## config.mk

```make
export PLATFORM = sky130hd
export DESIGN_NAME = cmfc_fifo_ctrl
export DESIGN_NICKNAME = d
export VERILOG_FILES = /design/src/shared/cmfc_pkg.sv /design/src/design/cmfc_fifo_ctrl.sv
export SDC_FILE = /design/constraint.sdc
export NUM_CORES = 1
export LEC_CHECK = 0
export CORE_MARGIN = 5
export CORE_UTILIZATION = 65
export CTS_BUF_LIST = sky130_fd_sc_hd__clkbuf_8
export DETAILED_ROUTE_END_ITERATION = 12
export DONT_BUFFER_PORTS = 1
export PLACE_DENSITY = 0.92
export SLEW_MARGIN = 20
export SYNTH_ARGS = -nofsm -noshare
export SYNTH_HDL_FRONTEND = slang
export SYNTH_SLANG_ARGS = --single-unit
```

## constraint.sdc

```tcl
create_clock -name clk_i -period 3.1 [get_ports clk_i]
set_input_delay 0.31 -clock clk_i [delete_from_list [all_inputs] [get_ports clk_i]]
set_output_delay 0.31 -clock clk_i [all_outputs]
set_load 0.01 [all_outputs]
```

## src/shared/cmfc_pkg.sv

```systemverilog
package cmfc_pkg;

  // Register byte addresses
  localparam logic [7:0] CTRL_ADDR    = 8'h00;
  localparam logic [7:0] MODE_ADDR    = 8'h04;
  localparam logic [7:0] STATUS_ADDR  = 8'h08;
  localparam logic [7:0] IRQ_ST_ADDR  = 8'h0c;
  localparam logic [7:0] IRQ_MSK_ADDR = 8'h10;

  // Control register field positions
  localparam int DEPTH_LSB   = 16;
  localparam int DEPTH_MSB   = 20;
  localparam int FLUSH_BIT   = 14;
  localparam int ADV_BIT     = 13;
  localparam int PAYLOAD_BIT = 12;
  localparam int DIR_BIT     = 7;
  localparam int ABORT_BIT   = 6;
  localparam int ARBL_BIT    = 5;
  localparam int SERR_BIT    = 4;

  // Operating mode field
  localparam int           MODE_W       = 3;
  localparam logic [2:0]   MODE_CONFIG  = 3'h4;
  localparam logic [2:0]   MODE_RESET   = 3'h4;

  // Reset values
  localparam logic [4:0]   DEPTH_RESET  = 5'h00;
  localparam logic [4:0]   PTR_RESET    = 5'h00;
  localparam int           FLUSH_CYCLES = 2;

  // Interrupt status bits
  localparam int IRQ_W      = 4;
  localparam int IRQ_DONE   = 0;
  localparam int IRQ_ABORT  = 1;
  localparam int IRQ_ARBL   = 2;
  localparam int IRQ_SERR   = 3;

  // Outcome of one transmission reported by the protocol engine
  typedef struct packed {
    logic done;
    logic aborted;
    logic arb_lost;
    logic send_error;
  } cmfc_tx_event_t;

endpackage : cmfc_pkg

```

## src/design/cmfc_fifo_ctrl.sv

```systemverilog
// Contract
// - Depth code plus one gives message capacity
// - Flush bit resets FIFO, self clears
// - Transmit FIFO advance moves head one
// - Receive FIFO advance moves tail one
// - Payload-only applies to receive FIFOs only
// - Direction bit set means transmit FIFO
// - Depth, payload-only writable only in config mode
// - Abort flag updates on completion or flush
// - Arbitration/error flags clear on read, flush
// - Unimplemented bits read zero, ignore writes
`timescale 1ns/100ps
module cmfc_fifo_ctrl (
  input  wire logic                    clk_i,
  input  wire logic                    rst_i,
  input  wire logic                    wb_cyc_i,
  input  wire logic                    wb_stb_i,
  input  wire logic                    wb_we_i,
  input  wire logic [7:0]              wb_adr_i,
  input  wire logic [3:0]              wb_sel_i,
  input  wire logic [31:0]             wb_dat_i,
  output logic      [31:0]             wb_dat_o,
  output logic                         wb_ack_o,
  input  wire cmfc_pkg::cmfc_tx_event_t tx_event_i,
  input  wire logic                    msg_stored_i,
  output logic      [4:0]              head_ptr_o,
  output logic      [4:0]              tail_ptr_o,
  output logic      [4:0]              depth_code_o,
  output logic                         direction_select_o,
  output logic                         payload_only_store_o,
  output logic                         flush_busy_o,
  output logic                         irq_o
);

  ////////////////////////////////////////////////////////////////////////////
  // Bus decode
  logic        req;
  logic        wr;
  logic        rd;
  logic [31:0] rdata_nxt;
  logic        ack_r;
  logic [4:0]  depth_r;
  logic        flush_r;
  logic [1:0]  flush_cnt_r;
  logic        adv_r;
  logic        payload_r;
  logic        dir_r;
  logic        abort_r;
  logic        arbl_r;
  logic        serr_r;
  logic [1:0]  prio_r;
  logic        sreq_r;
  logic        rtr_r;
  logic [2:0]  mode_r;
  logic [4:0]  head_r;
  logic [4:0]  tail_r;
  logic [3:0]  irq_st_r;
  logic [3:0]  irq_msk_r;
  logic [3:0]  irq_set;
  logic        ctrl_wr;
  logic        ctrl_rd;
  logic        flush_done;

  assign req     = wb_cyc_i && wb_stb_i && !ack_r;
  assign wr      = req && wb_we_i;
  assign rd      = req && !wb_we_i;
  assign ctrl_wr = wr && (wb_adr_i == cmfc_pkg::CTRL_ADDR);
  assign ctrl_rd = rd && (wb_adr_i == cmfc_pkg::CTRL_ADDR);

  // Capacity wraps at depth code plus one messages
  function automatic logic [4:0] wrap_inc(input logic [4:0] p, input logic [4:0] code);
    wrap_inc = (p == code) ? cmfc_pkg::PTR_RESET : p + 5'h01;
  endfunction : wrap_inc

  function automatic logic [31:0] ctrl_word();
    logic [31:0] w;
    w = 32'h0;
    w[cmfc_pkg::DEPTH_MSB:cmfc_pkg::DEPTH_LSB] = depth_r;
    w[cmfc_pkg::FLUSH_BIT]   = flush_r;
    w[cmfc_pkg::ADV_BIT]     = adv_r;
    w[cmfc_pkg::PAYLOAD_BIT] = payload_r;
    w[cmfc_pkg::DIR_BIT]     = dir_r;
    w[cmfc_pkg::ABORT_BIT]   = abort_r;
    w[cmfc_pkg::ARBL_BIT]    = arbl_r;
    w[cmfc_pkg::SERR_BIT]    = serr_r;
    w[3]                     = sreq_r;
    w[2]                     = rtr_r;
    w[1:0]                   = prio_r;
    ctrl_word = w;
  endfunction : ctrl_word

  always_comb begin
    if (wb_adr_i == cmfc_pkg::CTRL_ADDR) begin
      rdata_nxt = ctrl_word();
    end else if (wb_adr_i == cmfc_pkg::MODE_ADDR) begin
      rdata_nxt = {29'h0, mode_r};
    end else if (wb_adr_i == cmfc_pkg::STATUS_ADDR) begin
      rdata_nxt = {19'h0, flush_r, 2'h0, head_r, tail_r};
    end else if (wb_adr_i == cmfc_pkg::IRQ_ST_ADDR) begin
      rdata_nxt = {28'h0, irq_st_r};
    end else if (wb_adr_i == cmfc_pkg::IRQ_MSK_ADDR) begin
      rdata_nxt = {28'h0, irq_msk_r};
    end else begin
      rdata_nxt = 32'h0; // Unmapped reads zero, still acked
    end
  end

  always_ff @(posedge clk_i) begin
    if (rst_i) begin
      ack_r    <= 1'b0;
      wb_dat_o <= 32'h0;
    end else begin
      ack_r    <= req;
      wb_dat_o <= rd ? rdata_nxt : 32'h0;
    end
  end
  assign wb_ack_o = ack_r;

  ////////////////////////////////////////////////////////////////////////////
  // Configuration fields
  always_ff @(posedge clk_i) begin
    if (rst_i) begin
      mode_r <= cmfc_pkg::MODE_RESET;
    end else if (wr && wb_adr_i == cmfc_pkg::MODE_ADDR && wb_sel_i[0]) begin
      mode_r <= wb_dat_i[cmfc_pkg::MODE_W-1:0];
    end
  end

  always_ff @(posedge clk_i) begin
    if (rst_i) begin
      depth_r   <= cmfc_pkg::DEPTH_RESET;
      payload_r <= 1'b0;
    end else if (ctrl_wr && mode_r == cmfc_pkg::MODE_CONFIG) begin
      if (wb_sel_i[2]) begin
        depth_r <= wb_dat_i[cmfc_pkg::DEPTH_MSB:cmfc_pkg::DEPTH_LSB];
      end
      if (wb_sel_i[1]) begin
        payload_r <= wb_dat_i[cmfc_pkg::PAYLOAD_BIT];
      end
    end
  end

  always_ff @(posedge clk_i) begin
    if (rst_i) begin
      dir_r  <= 1'b0;
      sreq_r <= 1'b0;
      rtr_r  <= 1'b0;
      prio_r <= 2'h0;
    end else if (ctrl_wr && wb_sel_i[0]) begin
      dir_r  <= wb_dat_i[cmfc_pkg::DIR_BIT];
      rtr_r  <= wb_dat_i[2];
      prio_r <= wb_dat_i[1:0];
      sreq_r <= wb_dat_i[3];
    end else if (tx_event_i.done || tx_event_i.aborted) begin
      sreq_r <= 1'b0;
    end
  end

  ////////////////////////////////////////////////////////////////////////////
  // Flush sequence
  assign flush_done = flush_r && (flush_cnt_r == 2'(cmfc_pkg::FLUSH_CYCLES - 1));

  always_ff @(posedge clk_i) begin
    if (rst_i) begin
      flush_r     <= 1'b0;
      flush_cnt_r <= 2'h0;
    end else if (flush_r) begin
      flush_cnt_r <= flush_cnt_r + 2'h1;
      if (flush_done) begin
        flush_r     <= 1'b0;
        flush_cnt_r <= 2'h0;
      end
    end else if (ctrl_wr && wb_sel_i[1] && wb_dat_i[cmfc_pkg::FLUSH_BIT]) begin
      flush_r <= 1'b1;
    end
  end

  ////////////////////////////////////////////////////////////////////////////
  // Pointers
  always_ff @(posedge clk_i) begin
    if (rst_i) begin
      adv_r <= 1'b0;
    end else begin
      adv_r <= 1'b0;
    end
  end

  always_ff @(posedge clk_i) begin
    if (rst_i || flush_done) begin
      head_r <= cmfc_pkg::PTR_RESET;
      tail_r <= cmfc_pkg::PTR_RESET;
    end else if (!flush_r) begin
      if (ctrl_wr && wb_sel_i[1] && wb_dat_i[cmfc_pkg::ADV_BIT]) begin
        if (dir_r) begin
          head_r <= wrap_inc(head_r, depth_r);
        end else begin
          tail_r <= wrap_inc(tail_r, depth_r);
        end
      end
      if (dir_r && tx_event_i.done) begin
        tail_r <= wrap_inc(tail_r, depth_r);
      end else if (!dir_r && msg_stored_i) begin
        head_r <= wrap_inc(head_r, depth_r);
      end
    end
  end

  ////////////////////////////////////////////////////////////////////////////
  // Transmit status flags
  always_ff @(posedge clk_i) begin
    if (rst_i || flush_done) begin
      abort_r <= 1'b0;
    end else if (tx_event_i.done || tx_event_i.aborted) begin
      abort_r <= tx_event_i.aborted;
    end
  end

  // Hardware set wins over the read clear
  always_ff @(posedge clk_i) begin
    if (rst_i || flush_done) begin
      arbl_r <= 1'b0;
      serr_r <= 1'b0;
    end else begin
      arbl_r <= tx_event_i.arb_lost || (arbl_r && !ctrl_rd);
      serr_r <= tx_event_i.send_error || (serr_r && !ctrl_rd);
    end
  end

  ////////////////////////////////////////////////////////////////////////////
  // Interrupts
  assign irq_set = {tx_event_i.send_error, tx_event_i.arb_lost,
                    tx_event_i.aborted, tx_event_i.done};

  always_ff @(posedge clk_i) begin
    if (rst_i) begin
      irq_st_r  <= 4'h0;
      irq_msk_r <= 4'h0;
      irq_o     <= 1'b0;
    end else begin
      if (wr && wb_adr_i == cmfc_pkg::IRQ_ST_ADDR && wb_sel_i[0]) begin
        irq_st_r <= irq_set | (irq_st_r & ~wb_dat_i[3:0]);
      end else begin
        irq_st_r <= irq_set | irq_st_r;
      end
      if (wr && wb_adr_i == cmfc_pkg::IRQ_MSK_ADDR && wb_sel_i[0]) begin
        irq_msk_r <= wb_dat_i[3:0];
      end
      irq_o <= |(irq_st_r & irq_msk_r);
    end
  end

  ////////////////////////////////////////////////////////////////////////////
  // Output registers
  always_ff @(posedge clk_i) begin
    if (rst_i) begin
      head_ptr_o           <= 5'h00;
      tail_ptr_o           <= 5'h00;
      depth_code_o         <= 5'h00;
      direction_select_o   <= 1'b0;
      payload_only_store_o <= 1'b0;
      flush_busy_o         <= 1'b0;
    end else begin
      head_ptr_o           <= head_r;
      tail_ptr_o           <= tail_r;
      depth_code_o         <= depth_r;
      direction_select_o   <= dir_r;
      payload_only_store_o <= payload_r && !dir_r;
      flush_busy_o         <= flush_r;
    end
  end

  ////////////////////////////////////////////////////////////////////////////
  // Assertions
  a_flush_clears: assert property (@(posedge clk_i) disable iff (rst_i)
    $rose(flush_r) |-> ##[1:3] !flush_r) else $error("flush not cleared");
  a_flush_ptrs: assert property (@(posedge clk_i) disable iff (rst_i)
    $fell(flush_r) |-> head_r == 5'h00 && tail_r == 5'h00 && !arbl_r)
    else $error("flush left state");
  a_head_step: assert property (@(posedge clk_i) disable iff (rst_i)
    ctrl_wr && wb_sel_i[1] && wb_dat_i[13] && dir_r && !flush_r
    |=> head_r == wrap_inc($past(head_r), depth_r)) else $error("head step");
  a_tail_step: assert property (@(posedge clk_i) disable iff (rst_i)
    ctrl_wr && wb_sel_i[1] && wb_dat_i[13] && !dir_r && !flush_r
    |=> tail_r == wrap_inc($past(tail_r), depth_r)) else $error("tail step");
  a_ptr_range: assert property (@(posedge clk_i) disable iff (rst_i)
    head_r <= depth_r || $changed(depth_r) || mode_r == 3'h4)
    else $error("head beyond depth");
  a_depth_lock: assert property (@(posedge clk_i) disable iff (rst_i)
    $past(mode_r) != 3'h4 |-> $stable(depth_r) && $stable(payload_r))
    else $error("depth changed outside config");
  a_arbl_clear: assert property (@(posedge clk_i) disable iff (rst_i)
    ctrl_rd && !tx_event_i.arb_lost && !flush_done |=> !arbl_r)
    else $error("arb flag not cleared");
  a_abort_upd: assert property (@(posedge clk_i) disable iff (rst_i)
    tx_event_i.aborted && !flush_done |=> abort_r) else $error("abort flag");
  a_adv_zero: assert property (@(posedge clk_i) disable iff (rst_i)
    wb_ack_o && $past(ctrl_rd) |-> wb_dat_o[31:21] == 11'h0 && wb_dat_o[15] == 1'b0
    && wb_dat_o[13] == 1'b0 && wb_dat_o[11:8] == 4'h0)
    else $error("reserved bits set");
  a_payload_tx: assert property (@(posedge clk_i) disable iff (rst_i)
    direction_select_o |-> !payload_only_store_o) else $error("payload in tx");
  a_dir_write: assert property (@(posedge clk_i) disable iff (rst_i)
    ctrl_wr && wb_sel_i[0] |=> dir_r == $past(wb_dat_i[7])) else $error("dir");

  c_flush: cover property (@(posedge clk_i) $fell(flush_r));
  c_head_wrap: cover property (@(posedge clk_i) dir_r && head_r == depth_r ##1 head_r == 5'h00);
  c_tail_adv: cover property (@(posedge clk_i) !dir_r && $changed(tail_r));
  c_irq: cover property (@(posedge clk_i) $rose(irq_o));

endmodule : cmfc_fifo_ctrl

```

# Yosys cells after proc, flatten, opt, wreduce, memory -nomap -nowiden
# Cells that the tools add are included.
# word_totals
elab_cells	108
input_bits	54
register_bits	90
output_inout_bits	52
# classes
n_reduce_logical	41
eq_ne	9
muxes	21
n_bitwise	7
addsub	3
# op_table
op	count
two-way mux 5 bit	9
two-way mux 13 bit	2
logical AND 1 bit	23
two-way mux 21 bit	1
equality test 8 x 4 -> 1 bit (second input constant)	2
two-way mux 4 bit	3
adder 5 x 1 -> 5 bit (second input constant)	2
equality test 5 bit	2
AND 4 bit	2
equality test 8 x 3 -> 1 bit (second input constant)	1
equality test 8 x 5 -> 1 bit (second input constant)	1
logical NOT 8 bit	1
bitwise OR 4 bit	2
OR reduction 4 bit	2
OR reduction 6 bit	1
two-way mux 1 bit	5
logical NOT 1 bit	4
logical OR 1 bit	4
inverter 4 bit	1
AND reduction 2 bit	2
nonzero test 2 bit	2
equality test 3 bit (second input constant)	1
AND reduction 3 bit	1
adder 2 x 1 -> 2 bit (second input constant)	1
5 further kinds	6

# Depth between registers and ports, before layout
# Gate-level depths: netlist of the first run.
# logic_depth
depth_word	9
depth_mapped	6
mapped_depth_nobuf	5

# Worst setup path after synthesis of the first run
# OpenSTA, ideal clock, no wires.
# synth_timing
kind	input-to-reg
from	input wb_adr_i[3]
to	register arbl_r
arrival_ns	1.428
n_path_buf	1
setup_time_ns	0.134
stages	5
t_required_ns	2.966
path_slack_ns	1.538
path_cell_list	clkbuf_1 > or4_1 > or3_1 > o21ai_1 > a21oi_1
# synth_via
elab_chain_cells	5
# synth_rtl
item	line	source
start, declared	cmfc_fifo_ctrl.sv:19	input wire logic [7:0] wb_adr_i,
logical NOT 8 bit	cmfc_fifo_ctrl.sv:68	assign ctrl_rd = rd && (wb_adr_i == cmfc_pkg::CTRL_ADDR);
logical AND 1 bit	cmfc_fifo_ctrl.sv:68	
logical NOT 1 bit	cmfc_fifo_ctrl.sv:224	arbl_r <= tx_event_i.arb_lost || (arbl_r && !ctrl_rd);
logical AND 1 bit	cmfc_fifo_ctrl.sv:224	
logical OR 1 bit	cmfc_fifo_ctrl.sv:224	
end signal, assigned	cmfc_fifo_ctrl.sv:224	
end, declared	cmfc_fifo_ctrl.sv:49	logic arbl_r;
# No other way between the ends.
# A chain may end at the register's enable or synchronous reset.

# Final worst setup path of the first run
# layout_timing
from	register ack_r, in the netlist wb_ack_o
to	register wb_dat_o[6]
# layout_via
elab_chain_cells	5
# layout_rtl
item	line	source
start, declared	cmfc_fifo_ctrl.sv:41	logic ack_r;
start signal, assigned	cmfc_fifo_ctrl.sv:113	ack_r <= req;
logical NOT 1 bit	cmfc_fifo_ctrl.sv:64	assign req = wb_cyc_i && wb_stb_i && !ack_r;
logical AND 1 bit	cmfc_fifo_ctrl.sv:64	
logical AND 1 bit	cmfc_fifo_ctrl.sv:66	assign rd = req && !wb_we_i;
inverter 1 bit (no line)	--	
OR reduction 2 bit (no line)	--	
end signal, assigned	cmfc_fifo_ctrl.sv:114	wb_dat_o <= rd ? rdata_nxt : 32'h0;
end, declared	cmfc_fifo_ctrl.sv:22	output logic [31:0] wb_dat_o,
# No other way between the ends.

==> results.md, run 1 <==
- Dpl hpwl: 5.47 mm
- Htree depth: 3
- Share of the synthesized area in the top cell type: 46.3%
- Final min period: 2.06 ns
- CP Capture Type: flip-flop
- Clk_lat worst skew: 0.35 ns
- Synth Flop Type: dfxtp_1
- Lkg Pwr: 1.41 nW
- Power, Total: 0.00176 W
- Number of flops mapped to enable cells by yosys: 0
- Worst EP arrival: 2.36 ns
- Antenna viol nets, final: 0
- Die Y: 80.6 microns
- Iter 0 DRT Violations: 224
- WL met3: 688 microns
- Average wire per standard cell: 18.9 microns
- Largest area contributor in the synthesized netlist: dfxtp_1
- Gate Count Post-Synth: 339
- Die width: 80.6 microns
- Post-CTS resize count: 0
- Worst Path Max Fanout: 15
- Core area: 4790 sq um
- Seq/Total Area, Yosys: 46.3%
- Status: complete, no violations
- Setup violations, final: 0
- Total number of vias: 2591
- N_diodes: 0
- Starting Density: 67.7%
- Routability cong.: 0.900
- Tightest Hold Check Type: in -> reg
- Clock skew: 0.00727 ns
- Total grt overflow: 0
- Post-CTS Setup Inserts: 0
- Die ar.: 6500 sq um
- Initial antenna violation count: 0
- First-pass GRT wire length: 12.3 mm
- CP Launch Type: flip-flop
- Boundary pin count: 106
- Top cells by area, synth: dfxtp_1 46%, mux2i_1 4.6%, nand3_1 4.5%
- CP required: 3.39 ns
- PD cells: 518 nW/um^2
- Fraction of registers with async set/reset: 0%
- Mapped cell area: 3240 sq um
- Mean area per synthesized cell: 9.56 sq um
- CTS buffer count: 9
- Top-count cell post-synth: dfxtp_1
- Yosys Warn Count: 0
- FP Rows: 25
- Synth Register Bits: 75
- Count of final max-slew check failures: 0
- Worst-Margin Slew: 0.773 ns
- CTS Buffer Depth: 2
- Final Hold Fails: 0
- Max Clk Rate: 485 MHz
- Area Growth Syn to Fin: 4.83%
- Final worst-path cycle share: 66.6%
- Top post-synthesis cells by count: 75 x dfxtp_1, 29 x nand3_1, 26 x nor2_1
- Largest net degree at the start of global routing: 43
- Worst-path clk slew: 0.08 ns
- Top Metal Used: met4
- Hold-fix buffers, CTS: 0
- Setup TNS: 0 ns
- Share of cells above drive strength 1: 6.76%
- Routed WL: 7.70 mm
- MaxCap Viol Count: 0
- IO Port Bufs: 0
- CTS tree: done
- Number of global-route vias before repair: 2483
- TritonCTS Sinks: 75
- Routed length on met2: 3.90 mm
- Drt first pass iters: 5
- Peak VDD IR: 290 uV
- Kind of critical path: reg -> reg
- Root Buffer: clkbuf_8
- DRC viols: 0
- Total GRT Usage: 25.0%
- Slew headroom: 48.5%
- M1 WL: 2.84 mm
- Unrepaired setup endpoints after global routing: no
- Distinct cells, synth: 46
- Final #Nets: 391
- Via density per instance: 6.37
==> path summary, 6_finish.rpt <==
| path | slack (ns) | depth (start not counted) | start | endpoint |
|---|---|---|---|---|
| setup / recovery | 1.04 | 4 | wb_ack_o | wb_dat_o[6] |
| hold / removal | 0.02 | 1 | rst_i | dir_r |
| setup reg to reg | 1.04 | 4 | wb_ack_o | wb_dat_o[6] |
| hold reg to reg | 0.46 | 2 | payload_r | payload_only_store_o |
==> flip-flops by register name (all words and copies together) (netlist names), 2 cells and up <==
name          cells
prio_r            2
irq_msk_r         4
tail_ptr_o        5
tail_r            5
depth_r           5
head_ptr_o        5
flush_cnt_r       2
head_r            5
mode_r            3
depth_code_o      5
wb_dat_o         17
irq_st_r          4
==> cell families (layout without fill, tap and decap cells) <==
logic type	after synthesis	in the layout	synth area share, %
buffers and inverters	41	28	6.88
and+or+nand+nor	130	130	23.9
AOI/OAI and AO/OA	64	64	14.3
DFF	75	75	46.3
adders and majority gates	2	2	0.772
other	1	15	0.116
xor gates and xnor gates	11	11	2.97
muxes	15	15	4.63
==> worst max-delay path, stage by stage (launching register included) <==
cell and delay [ns]:
dfxtp_1 0.36, nand3b_1 0.25, nor3_2 0.52, and3_1 0.63, a22o_1 0.24
==> cell type report <==
class	count	area [sq um]
Clock buffer	9	124
Clock inverter	7	70.1
Fill cell	356	1390
Inverter	11	41.3
Multi-Input combinational cell	237	1570
Sequential cell	75	1500
Tap cell	67	83.8
Timing Repair Buffer	1	7.51
==> through the flow <==
stage | setup WS (ns) | instance area, sq um | hold WS [ns] | util, % | instances
floorplan | 1.54 | 3290 | 0.427 | - | 353
global placement | 1.18 | 3200 | 0.385 | 66.9 | 391
detailed placement | 1.17 | 3200 | 0.389 | 66.9 | 391
CTS | 1.08 | 3400 | 0.0123 | 71.0 | 407
global route | 0.927 | 3400 | 0.00697 | 71.0 | 407
finish | 1.04 | 3400 | 0.0219 | 71.0 | 407
==> cells in the final DEF, fill, tap and decap left out, drive strengths merged, types with 3 or more instances in the layout <==
master,instances
dfxtp,75
nand3,29
nor2,26
nor2b,18
o21ai,16
mux2i,15
conb,15
nand2,13
inv,12
o2111ai,12
xnor2,11
a21oi,10
clkbuf,9
and2,8
and3,6
nand3b,5
a22o,5
and4b,4
a32o,4
nand4,4
nor4bb,3
or3,3
a211oi,3
a221o,3
a41oi,3
clkinvlp,3
nor4,3
==> power by group <==
part | switching, W | internal, W | leakage [nW] | total (W)
Clock | 0.000364 | 0.000368 | 0.0926 | 0.000732
Combinational | 0.0000361 | 0.0000166 | 0.707 | 0.0000527
Sequential | 0.00000642 | 0.000970 | 0.606 | 0.000976
Total | 0.000406 | 0.00135 | 1.41 | 0.00176
==> routing by layer <==
metal | vias to the layer above | GRT usage [%]
li1 | 1192 | -
met1 | 1225 | 28.4
met2 | 147 | 42.0
met3 | 27 | 6.50
met4 | 0 | 15.0
met5 | - | 0
Power figures use the tool's default switching activity.
==> run 2, diff against run 1 <==
Clock period 3.1 ns to 2.15 ns, I/O delays scaled along.
==> run 2 against run 1 <==
Net effect: sequential share of layout area decreased by 0.44 points; combinational power increased by 80%; power is 40% higher; via count decreased by 0.66%; register-to-register slack got worse by 0.52 ns; design area up 0.99%; sequential power increased by 44%; critical path depth is the same; largest cell class unchanged.
==> results.md, run 2 (synthesis results as in run 1) <==
- IO Port Bufs: 0
- Top Family by Delay on Critical Path: simple AND/OR/NAND/NOR gates
- Clk_lat worst skew: 0.34 ns
- CP Capture Type: flip-flop
- WHS Path Cells: 2
- Starting Density: 67.7%
- Via density per instance: 6.26
- Boundary pin count: 106
- Area Growth Syn to Fin: 5.87%
- Initial antenna violation count: 0
- Worst-Margin Slew: 0.761 ns
- WP depth: 4
- Htree depth: 3
- Post-CTS Setup Inserts: 0
- Max reg flops: 17
- DRC viols: 0
- Die Y: 80.6 microns
- Largest net degree at the start of global routing: 41
- CP Launch Type: flip-flop
- Worst EP arrival: 1.87 ns
- Root Buffer: clkbuf_8
- Core area: 4790 sq um
- CP peak stage delay: 0.51 ns
- Die ar.: 6500 sq um
- Dpl hpwl: 5.26 mm
- Worst Path Max Fanout: 9
- Setup TNS: 0 ns
- Peak VDD IR: 379 uV
- Unrepaired setup endpoints after global routing: no
- Kind of critical path: reg -> reg
- FP Rows: 25
- Setup violations, final: 0
- Most frequent cells in the layout: 75 x dfxtp_1, 29 x nand3_1, 26 x nor2_1
- Top reg by flops: wb_dat_o
- Routed WL: 7.56 mm
- Share of cells above drive strength 1: 7.27%
- Worst-path clk slew: 0.08 ns
- Commonest non-fill, non-tap cell in the layout: dfxtp_1
- CTS buffer count: 9
- Status: complete, no violations
- Lkg Pwr: 1.43 nW
- Tightest Hold Check Type: in -> reg
- MaxCap Viol Count: 0
- First-pass GRT wire length: 12.1 mm
- Design area: 3430 sq um
- CP required: 2.38 ns
- Number of global-route vias before repair: 2470
- Drt first pass iters: 5
- Antenna viol nets, final: 0
- Total GRT Usage: 24.5%
- Final min period: 1.64 ns
- Buf+Inv Stages, Crit Path: 0
- CTS tree: done
- Worst reg-to-reg setup slack: 0.51 ns
- Clock skew: 0.00623 ns
- Average wire per standard cell: 18.4 microns
- Crit path cell chain: and4b_1, a41oi_1, nand3_1, o21ai_0
- Final worst-path cycle share: 76.1%
- Count of final max-slew check failures: 0
- DP Area: 3210 sq um
- TritonCTS Sinks: 75
- Iter 0 DRT Violations: 197
- Total number of vias: 2574
- Routability cong.: 0.900
- PD cells: 721 nW/um^2
- N_diodes: 0
- Worst Reg-to-Reg Cells: 4
- Max Clk Rate: 611 MHz
- Final #Nets: 395
- Slowest CP cell: and4b_1
- Die width: 80.6 microns
- Final Hold Fails: 0
- CTS Buffer Depth: 2
- Worst hold margin: 0.0131 ns
- Slew headroom: 49.2%
- Total grt overflow: 0
run 2: cell count changes in the layout (fill, tap and decap cells not counted):
cell / before / now
clkbuf_8: 9 / 11
clkinv_2: 1 / 2
clkinv_4: 1 / 0
bufinv_16: 1 / 0
dlygate4sd3_1: 0 / 2
clkinvlp_4: 3 / 2
buf_4: 1 / 2
buf_12: 0 / 1
run 2: per-layer routing:
metal / track usage (%) / share of wire (%) / up-vias
li1: - / - / 1197
met1: 29.0 / 38 / 1200
met2: 40.6 / 50 / 147
met3: 4.93 / 8.5 / 30
met4: 14.7 / 3.6 / 0
met5: 0 / 0 / -
run 2: metrics by stage:
| step | instances | setup WS [ns] | util [%] | total power, W |
|---|---|---|---|---|
| 6_report | 411 | 0.513 | 71.7 | 0.00247 |
| 5_1_grt | 411 | 0.374 | 71.7 | 0.00254 |
| 4_1_cts | 411 | 0.536 | 71.7 | 0.00247 |
| 3_5_place_dp | 392 | 0.541 | 67.1 | 0.00151 |
| 3_3_place_gp | 392 | 0.556 | 67.1 | 0.00151 |
| 2_1_floorplan | 353 | 0.683 | - | 0.00153 |
run 2: path summary, 6_finish.rpt:
kind | start | to
max reg2reg | wb_ack_o | tail_r[1]
min | wb_dat_i[1] | irq_msk_r[1]
min reg2reg | payload_r | payload_only_store_o
max | wb_ack_o | tail_r[1]
run 2: cell type report:
class	instances	area [sq um]
clock buffers	11	151
inverters	11	41.3
clock inverters	5	28.8
well taps	67	83.8
flip-flops and latches	75	1500
fillers	366	1360
multi-input cells	237	1570
repair buffers	5	55.1
run 2: where the power goes:
| group | total [W] | internal [W] | switching, W |
|---|---|---|---|
| Sequential | 0.00141 | 0.00140 | 0.00000872 |
| Combinational | 0.0000951 | 0.0000306 | 0.0000645 |
| Clock | 0.000970 | 0.000473 | 0.000497 |
| Total | 0.00247 | 0.00190 | 0.000570 |
run 2: worst reg2reg max path, stage by stage, from the launching register on:
cell	delay (ns)
dfxtp_1	0.35
and4b_1	0.51
a41oi_1	0.36
nand3_1	0.20
o21ai_0	0.10
run 2: what timing repair did:
item	in CTS	in global routing
resized for setup	0	0
hold endpoints to repair	42	0
hold buffers	3	0
